$ cat config.mk
export PLATFORM = sky130hd
export DESIGN_NAME = scb_channel_buffers
export DESIGN_NICKNAME = d
export VERILOG_FILES = /design/src/common/scb_pkg.sv /design/src/rtl/scb_channel_buffers.sv /design/src/rtl/scb_fifo.sv
export SDC_FILE = /design/constraint.sdc
export NUM_CORES = 2
export LEC_CHECK = 0
export BUFFER_PORTS_ARGS = -buffer_cell sky130_fd_sc_hd__buf_2
export CORE_MARGIN = 5
export CORE_UTILIZATION = 30
export CTS_CLUSTER_DIAMETER = 150
export DETAILED_ROUTE_END_ITERATION = 12
export PLACE_DENSITY = 0.53
export SLEW_MARGIN = 20
export SYNTH_ARGS = -nofsm -noshare
export SYNTH_HDL_FRONTEND = slang
export SYNTH_SLANG_ARGS = --single-unit
export TNS_END_PERCENT = 30
$ cat constraint.sdc
create_clock -name clock -period 8.2 [get_ports clock]
set_input_delay 0 -clock clock [delete_from_list [all_inputs] [get_ports clock]]
set_output_delay 0 -clock clock [all_outputs]
set_load 0.03 [all_outputs]
$ cat src/common/scb_pkg.sv
// package for the four-channel serial byte buffer block
// used by the channel buffer top; the fifo leaf takes its own parameters
package scb_pkg;
  // ----------------------------------------------------------------
  // geometry
  // ----------------------------------------------------------------
  localparam int SCB_CHANNELS = 4;
  localparam int SCB_CH_W = 2;
  localparam int SCB_DATA_W = 8;
  localparam int SCB_DEPTH = 16;
  localparam int SCB_PTR_W = 4;
  localparam int SCB_CNT_W = 5;
  // ----------------------------------------------------------------
  // buffer selectors for clear and queries
  // ----------------------------------------------------------------
  localparam logic [1:0] SCB_SEL_RECV = 2'h0;
  localparam logic [1:0] SCB_SEL_SEND = 2'h1;
  localparam logic [1:0] SCB_SEL_BOTH = 2'h2;
  // ----------------------------------------------------------------
  // reset values
  // ----------------------------------------------------------------
  localparam logic [SCB_CNT_W-1:0] SCB_CNT_RST = 5'h00;
  localparam logic [SCB_PTR_W-1:0] SCB_PTR_RST = 4'h0;
  localparam logic [SCB_DATA_W-1:0] SCB_DATA_RST = 8'h00;
  // usable capacity is one slot short of the configured size
  localparam logic [SCB_CNT_W-1:0] SCB_USABLE = 5'(SCB_DEPTH - 1);
  // query kinds
  typedef enum logic [1:0] {SCB_Q_LEN, SCB_Q_FREE} scb_query_t;
endpackage : scb_pkg

$ cat src/rtl/scb_channel_buffers.sv
// four serial channels, each with a receive and a send byte fifo
// assumes one clock domain; line side and program side are same-clock logic
`timescale 1ns/100ps
// Behaviour
// - four channels 0..3, each with its own receive and send fifo
// - clear selector 0 receive, 1 send, 2 both; held bytes are dropped
// - free query selector 0 reports receive free slots, 1 send free slots
// - empty buffer reports free space of size minus one
// - length query reports bytes held, zero when empty
// - full receive buffer refuses incoming bytes until space frees
// - peek returns oldest receive byte without removal; read removes it
module scb_channel_buffers (
  input wire logic clock,
  input wire logic rst,
  input wire logic clkEn,
  // line side, receive direction
  input wire logic [scb_pkg::SCB_CHANNELS-1:0] lineRxValid,
  input wire logic [scb_pkg::SCB_CHANNELS*scb_pkg::SCB_DATA_W-1:0] lineRxData,
  output logic [scb_pkg::SCB_CHANNELS-1:0] lineRxReady,
  // line side, send direction
  output logic [scb_pkg::SCB_CHANNELS-1:0] lineTxValid,
  output logic [scb_pkg::SCB_CHANNELS*scb_pkg::SCB_DATA_W-1:0] lineTxData,
  input wire logic [scb_pkg::SCB_CHANNELS-1:0] lineTxReady,
  // program side: write a byte into a send fifo
  input wire logic putValid,
  input wire logic [scb_pkg::SCB_CH_W-1:0] putChan,
  input wire logic [scb_pkg::SCB_DATA_W-1:0] putData,
  output logic putReady,
  // program side: read (remove) or peek the oldest receive byte
  input wire logic getReq,
  input wire logic peekReq,
  input wire logic [scb_pkg::SCB_CH_W-1:0] getChan,
  output logic getDone,
  output logic getHit,
  output logic [scb_pkg::SCB_DATA_W-1:0] getData,
  // program side: clear
  input wire logic clrReq,
  input wire logic [scb_pkg::SCB_CH_W-1:0] clrChan,
  input wire logic [1:0] clrSel,
  // program side: length and free queries
  input wire logic qryReq,
  input wire logic qryFree,
  input wire logic [scb_pkg::SCB_CH_W-1:0] qryChan,
  input wire logic [1:0] qrySel,
  output logic qryDone,
  output logic [scb_pkg::SCB_CNT_W-1:0] qryCount,
  // per-channel receive event
  output logic [scb_pkg::SCB_CHANNELS-1:0] receiveEvent
);
  import scb_pkg::*;

  logic [SCB_CHANNELS-1:0] rxInReady;
  logic [SCB_CHANNELS-1:0] rxOutValid;
  logic [SCB_CHANNELS-1:0] rxPop;
  logic [SCB_CHANNELS-1:0] rxFlush;
  logic [SCB_CHANNELS-1:0] txInReady;
  logic [SCB_CHANNELS-1:0] txPush;
  logic [SCB_CHANNELS-1:0] txFlush;
  logic [SCB_CHANNELS-1:0] txOutValid;
  logic [SCB_DATA_W-1:0] rxHead [SCB_CHANNELS];
  logic [SCB_DATA_W-1:0] txHead [SCB_CHANNELS];
  logic [SCB_CNT_W-1:0] rxLevel [SCB_CHANNELS];
  logic [SCB_CNT_W-1:0] txLevel [SCB_CHANNELS];
  logic [SCB_CHANNELS-1:0] txTake;
  logic [SCB_CHANNELS-1:0] txValid_ff;
  logic [SCB_CHANNELS*SCB_DATA_W-1:0] txData_ff;
  logic [SCB_CHANNELS-1:0] rxReady_ff;
  logic [SCB_CHANNELS-1:0] event_ff;
  logic putReady_ff;
  logic getDone_ff;
  logic getHit_ff;
  logic [SCB_DATA_W-1:0] getData_ff;
  logic qryDone_ff;
  logic [SCB_CNT_W-1:0] qryCount_ff;
  logic [SCB_CNT_W-1:0] selLevel;

  // ----------------------------------------------------------------
  // per-channel fifo pairs and their strobes
  // ----------------------------------------------------------------
  for (genvar c = 0; c < SCB_CHANNELS; c++) begin : gChan
    // clear decode
    assign rxFlush[c] = clrReq && (clrChan == c) &&
                        (clrSel == SCB_SEL_RECV || clrSel == SCB_SEL_BOTH);
    assign txFlush[c] = clrReq && (clrChan == c) &&
                        (clrSel == SCB_SEL_SEND || clrSel == SCB_SEL_BOTH);
    // only a plain read removes a byte; peek leaves it
    assign rxPop[c] = getReq && !peekReq && (getChan == c);
    assign txPush[c] = putValid && putReady_ff && (putChan == c);
    // registered line byte leaves when line takes it or slot is empty
    assign txTake[c] = txOutValid[c] && (!txValid_ff[c] || lineTxReady[c]) && !txFlush[c];

    scb_fifo #(.WIDTH(SCB_DATA_W), .DEPTH(SCB_DEPTH)) uRx (
      .clock(clock),
      .rst(rst),
      .clkEn(clkEn),
      .flush(rxFlush[c]),
      .inValid(lineRxValid[c] && rxReady_ff[c]),
      .inReady(rxInReady[c]),
      .inData(lineRxData[c*SCB_DATA_W +: SCB_DATA_W]),
      .outValid(rxOutValid[c]),
      .outReady(rxPop[c]),
      .outData(rxHead[c]),
      .level(rxLevel[c])
    );

    scb_fifo #(.WIDTH(SCB_DATA_W), .DEPTH(SCB_DEPTH)) uTx (
      .clock(clock),
      .rst(rst),
      .clkEn(clkEn),
      .flush(txFlush[c]),
      .inValid(txPush[c]),
      .inReady(txInReady[c]),
      .inData(putData),
      .outValid(txOutValid[c]),
      .outReady(txTake[c]),
      .outData(txHead[c]),
      .level(txLevel[c])
    );

    // line-side receive ready: low while full, so no byte is dropped
    always_ff @(posedge clock) begin
      if (rst) begin
        rxReady_ff[c] <= 1'h0;
      end else if (clkEn) begin
        rxReady_ff[c] <= (rxLevel[c] + SCB_CNT_W'(lineRxValid[c] && rxReady_ff[c])
                          < SCB_USABLE) && !rxFlush[c];
      end
    end

    // receive event pulses one cycle per stored byte
    always_ff @(posedge clock) begin
      if (rst) begin
        event_ff[c] <= 1'h0;
      end else if (clkEn) begin
        event_ff[c] <= lineRxValid[c] && rxReady_ff[c] && rxInReady[c];
      end
    end

    // send output stage, cleared along with the send buffer
    always_ff @(posedge clock) begin
      if (rst) begin
        txValid_ff[c] <= 1'h0;
        txData_ff[c*SCB_DATA_W +: SCB_DATA_W] <= SCB_DATA_RST;
      end else if (clkEn) begin
        if (txFlush[c]) begin
          txValid_ff[c] <= 1'h0;
        end else if (txTake[c]) begin
          txValid_ff[c] <= 1'h1;
          txData_ff[c*SCB_DATA_W +: SCB_DATA_W] <= txHead[c];
        end else if (lineTxReady[c]) begin
          txValid_ff[c] <= 1'h0;
        end
      end
    end
  end

  // ----------------------------------------------------------------
  // program side answers
  // ----------------------------------------------------------------
  // put ready reflects room in the addressed send fifo
  always_ff @(posedge clock) begin
    if (rst) begin
      putReady_ff <= 1'h0;
    end else if (clkEn) begin
      putReady_ff <= txInReady[putChan] && !(putValid && putReady_ff) &&
                     !txFlush[putChan];
    end
  end

  // read or peek answer, one cycle after the request
  always_ff @(posedge clock) begin
    if (rst) begin
      getDone_ff <= 1'h0;
      getHit_ff <= 1'h0;
      getData_ff <= SCB_DATA_RST;
    end else if (clkEn) begin
      getDone_ff <= getReq;
      getHit_ff <= getReq && rxOutValid[getChan];
      if (getReq) begin
        getData_ff <= rxOutValid[getChan] ? rxHead[getChan] : SCB_DATA_RST;
      end
    end
  end

  // level of the buffer the query names
  always_comb begin
    selLevel = (qrySel == SCB_SEL_SEND) ? txLevel[qryChan] : rxLevel[qryChan];
  end

  // length or free count, one cycle after the request
  always_ff @(posedge clock) begin
    if (rst) begin
      qryDone_ff <= 1'h0;
      qryCount_ff <= SCB_CNT_RST;
    end else if (clkEn) begin
      qryDone_ff <= qryReq;
      if (qryReq) begin
        if (qryFree) begin
          qryCount_ff <= SCB_CNT_W'(SCB_USABLE - selLevel);
        end else begin
          qryCount_ff <= selLevel;
        end
      end
    end
  end

  // ----------------------------------------------------------------
  // outputs, each straight from a register
  // ----------------------------------------------------------------
  assign lineRxReady = rxReady_ff;
  assign lineTxValid = txValid_ff;
  assign lineTxData = txData_ff;
  assign receiveEvent = event_ff;
  assign putReady = putReady_ff;
  assign getDone = getDone_ff;
  assign getHit = getHit_ff;
  assign getData = getData_ff;
  assign qryDone = qryDone_ff;
  assign qryCount = qryCount_ff;
endmodule : scb_channel_buffers

$ cat src/rtl/scb_fifo.sv
// one byte fifo with valid/ready on both sides, synchronous flush and peek
// assumes one clock, synchronous active high reset, clock enable
`timescale 1ns/100ps
module scb_fifo #(
  parameter int WIDTH = 8,
  parameter int DEPTH = 16
) (
  input wire logic clock,
  input wire logic rst,
  input wire logic clkEn,
  input wire logic flush,
  input wire logic inValid,
  output logic inReady,
  input wire logic [WIDTH-1:0] inData,
  output logic outValid,
  input wire logic outReady,
  output logic [WIDTH-1:0] outData,
  output logic [$clog2(DEPTH):0] level
);
  localparam int PW = $clog2(DEPTH);
  localparam int CW = PW + 1;
  localparam logic [CW-1:0] CAP = CW'(DEPTH - 1);
  logic [WIDTH-1:0] mem_ff [DEPTH];
  logic [PW-1:0] wrPtr_ff;
  logic [PW-1:0] rdPtr_ff;
  logic [CW-1:0] cnt_ff;
  logic doWr;
  logic doRd;
  // ----------------------------------------------------------------
  // handshakes: one slot kept unused so capacity is depth minus one
  // ----------------------------------------------------------------
  assign inReady = (cnt_ff < CAP) && !flush;
  assign outValid = (cnt_ff != '0);
  assign outData = mem_ff[rdPtr_ff];
  assign level = cnt_ff;
  assign doWr = inValid && inReady;
  assign doRd = outValid && outReady && !flush;
  // storage
  always_ff @(posedge clock) begin
    if (clkEn && doWr) begin
      mem_ff[wrPtr_ff] <= inData;
    end
  end
  // pointers and count, flush discards everything held
  always_ff @(posedge clock) begin
    if (rst) begin
      wrPtr_ff <= '0;
      rdPtr_ff <= '0;
      cnt_ff <= '0;
    end else if (clkEn) begin
      if (flush) begin
        wrPtr_ff <= '0;
        rdPtr_ff <= '0;
        cnt_ff <= '0;
      end else begin
        if (doWr) begin
          wrPtr_ff <= PW'(wrPtr_ff + 1'h1);
        end
        if (doRd) begin
          rdPtr_ff <= PW'(rdPtr_ff + 1'h1);
        end
        cnt_ff <= CW'(cnt_ff + CW'(doWr) - CW'(doRd));
      end
    end
  end
endmodule : scb_fifo

==> impl_metrics.toml <==
[sta]
fin_skew_ns = 0.0235
hold_slack_ns = 0.0550
setup_viol_count_final = 0
relSlewSlack = 0.206
final.min_clock_period_ns = 3.64
worstMarginPinSlew_ns = 1.16
hold_viol = 0
final-max-slew-violation-count = 0
fin_tns_setup_ns = 0
rsz0062_at_grt = "no"
max_freq_ghz = 0.274
fin_crit_sh = 0.444

[die]
die-area_mm2 = 0.175
die_x_um = 418
pin_count = 130
start_util = 0.302
core_area_mm2 = 0.165
rows = 149
die_y_um = 418

[yosys]
syn_area_per_cell_um2 = 15.8
yosys.area_share.simple = 0.0663
ys.flop_type = "edfxtp_1"
synth-seq-area-share = 0.688
synth_top_family_by_area = "multiplexers"
synth_area_mm2 = 0.0500
ys_warn_count = 0
synth.net_count = 3351
yosysTopAreaCellShare = 0.616
synth_mux_area_frac = 0.136
synth_compound_area_frac = 0.0488
synth_edf_count = 1024
synth_cell_types = 66
synth_xor_area_frac = 0.00614
ys_ff_latch = 1205
netlist_instances = 3156
synth_area_leaders = "edfxtp_1 (62%), mux4_2 (7.7%), dfxtp_1 (7.3%), mux2i_1 (5.1%), ha_1 (3.0%)"
async_flop_share = 0
synth-adder-area-share = 0.0328
yosys.area.top_type = "edfxtp_1"

[critical_path]
timing.rr.start = "gChan[3].uRx.level[1]"
critPathCapture = "qryCount[1]"
cp-end-kind = "flop"
critPathKind = "reg2reg"
crit_fanout = 7
reg2reg_to = "qryCount[1]"
required_ns = 8.85
reg2reg_depth = 9
arrival_ns = 4.29
crit_start = "gChan[3].uRx.level[1]"
reg2reg_slack_ns = 4.56
critPathLaunchType = "flop"

[power]
p_leak_nw = 19.0
powerDensity_mw_per_mm2 = 262
peakVddDrop_mv = 0.222

[clock_network]
insertion_delay_ns = 0.76
cts_root_buf = "clkbuf_16"
clockBufferDepth = 3
h-tree-depth = 4
post_cts_resized = 0
cts_buffers = 135
cts.sinks = 1205
cts_setup_buffers = 0
hold_buffers = 74
clk_pin_slew_ns = 0.06
cts_tree = "built"

[job]
cap_violations = 0

[cells_and_area]
layout.nets = 3588
post-route-util = 0.355
seq_area_mm2 = 0.0344
fillers = 15700
layout-drive-gt1-share = 0.181
multi_input_area_mm2 = 0.0145
syn2layout_area_growth_pct = 17.2

[drt]
wirelength_mm = 124
wl_per_cell_um = 21.8
vias = 27400
ant_nets = 0
vias_per_cell = 4.81
drc = 0
drtPass1Iterations = 5
drt_iter0_markers = 2100

[place]
dpl.hpwl_mm = 80.8
gp_congestion = 0.795
port_buffers = 129

[global_routing]
antenna_found_initial = 7
grt_overflow_total = 0
grt_pass1_vias = 27700
grt_pass1_wl_mm = 185
grt_start_max_net_pins = 109
grt_usage = 0.140

[worst_hold_path]
hp-class = "in2reg"

[outcome]
status = "finished clean"
## stage by stage
step	power, W	instances	instance area, um2	setup WS, ns
floorplan	0.00863	3156	50000	5.16
global placement	0.00930	5370	53200	4.68
detailed placement	0.00932	5371	53200	4.67
CTS	0.0156	5693	58500	4.56
global route	0.0160	5697	58600	4.34
finish	0.0154	5701	58600	4.56
## layout by cell type (no fill, tap or decap), types with 18 or more instances in the layout
cell / n
edfxtp_1: 1024
mux2i_1: 257
nor2_1: 195
dfxtp_1: 173
mux4_2: 171
nand2_1: 147
a21oi_1: 146
clkbuf_16: 137
buf_2: 127
ha_1: 118
inv_1: 110
a22oi_1: 86
nand3_1: 76
dlygate4sd3_1: 74
buf_4: 65
and2_1: 51
o21ai_0: 40
nor3_1: 35
mux2_2: 32
clkbuf_1: 30
xor2_1: 28
o22ai_1: 26
nor2b_1: 24
nand4_1: 23
clkinv_2: 19
nor4_1: 18
a211oi_1: 18
## sequential cells by signal, indices dropped and copies added (netlist names), named ones only
register / cells
lineRxReady: 4
qryCount: 5
gChan.uTx.mem_ff: 512
lineTxData: 32
gChan.uRx.rdPtr_ff: 16
gChan.uTx.rdPtr_ff: 16
gChan.uRx.level: 20
receiveEvent: 4
gChan.uRx.mem_ff: 512
qryDone: 1
getHit: 1
lineTxValid: 4
gChan.uRx.wrPtr_ff: 16
putReady: 1
gChan.uTx.level: 20
getData: 8
getDone: 1
gChan.uTx.wrPtr_ff: 16
## where the power goes
group | leakage, nW | total (W) | internal (W) | switching (W)
clock | 2.22 | 0.00618 | 0.00367 | 0.00252
combinational | 6.12 | 0.00228 | 0.000996 | 0.00128
sequential | 10.7 | 0.00691 | 0.00678 | 0.000131
## final cells by class
| cell class | instances | share of cell area |
|---|---|---|
| Multi-Input combinational cell | 1672 | 0.248 |
| Tap cell | 2189 | 0.0468 |
| Sequential cell | 1205 | 0.587 |
| Timing Repair Buffer | 268 | 0.0322 |
| Clock buffer | 176 | 0.0626 |
| Inverter | 111 | 0.00714 |
| Clock inverter | 72 | 0.0155 |
| Antenna cell | 8 | 0.000342 |
## worst min-delay path by stage
stage                                     end           start  depth (start not counted)  slack, ns
detailed placement             lineTxValid[1]  lineTxReady[1]                          4       0.34
finish               gChan[3].uRx.wrPtr_ff[0]  lineRxValid[3]                          6       0.05
floorplan           gChan[0].uRx.mem_ff[0][0]   lineRxData[0]                          0        0.1
CTS                                      flop         peekReq                          5       0.04
global placement               lineTxValid[1]  lineTxReady[1]                          4       0.33
global route         gChan[1].uRx.rdPtr_ff[2]         peekReq                          5       0.08
## cell usage after synthesis (7+ instances only)
library cell	number
buf_1	21
clkbuf_1	105
a22oi_1	86
nand4b_1	8
mux2_2	32
a21o_1	8
nand2b_1	9
nor4_1	18
ha_1	118
nor3_1	47
o22ai_1	26
nor2_1	195
mux2i_1	257
mux4_2	171
o41ai_1	8
inv_1	110
and3_1	11
xnor2_1	7
nand2_1	147
nand4_1	23
edfxtp_1	1024
a22o_1	8
and2_1	51
nor3b_1	13
a211oi_1	18
o21ai_0	40
nand3_1	76
fa_1	8
xor2_1	28
a21oi_1	147
and4_1	7
a2111oi_0	8
buf_2	41
dfxtp_1	181
nor2b_1	24
or3_1	12
## critical path, cell delays in order (launching register included)
cell           delay, ns
dfxtp_1             0.40
mux4_2              0.56
mux2i_1             0.46
xor2_1              0.19
nor2_1              0.05
dlygate4sd3_1       0.56
a21oi_1             0.11
dlygate4sd3_1       0.56
nor2_1              0.04
dlygate4sd3_1       0.60
## logic make-up after synthesis
logic type | after synthesis
fa+ha+maj | 126
compound gates | 383
flops | 1205
mux | 460
simple gates | 668
buf+inv | 279
xor+xnor | 35
## per-layer routing
layer	GRT usage	wire, um	up-vias	share of wire
li1	-	-	12700	-
met1	0.183	54100	14000	0.44
met2	0.239	62100	568	0.50
met3	0.0234	4940	157	0.040
met4	0.0428	2970	2	0.024
met5	0	11	-	0.000089
Note: power is estimated with default switching activity, not from simulation.
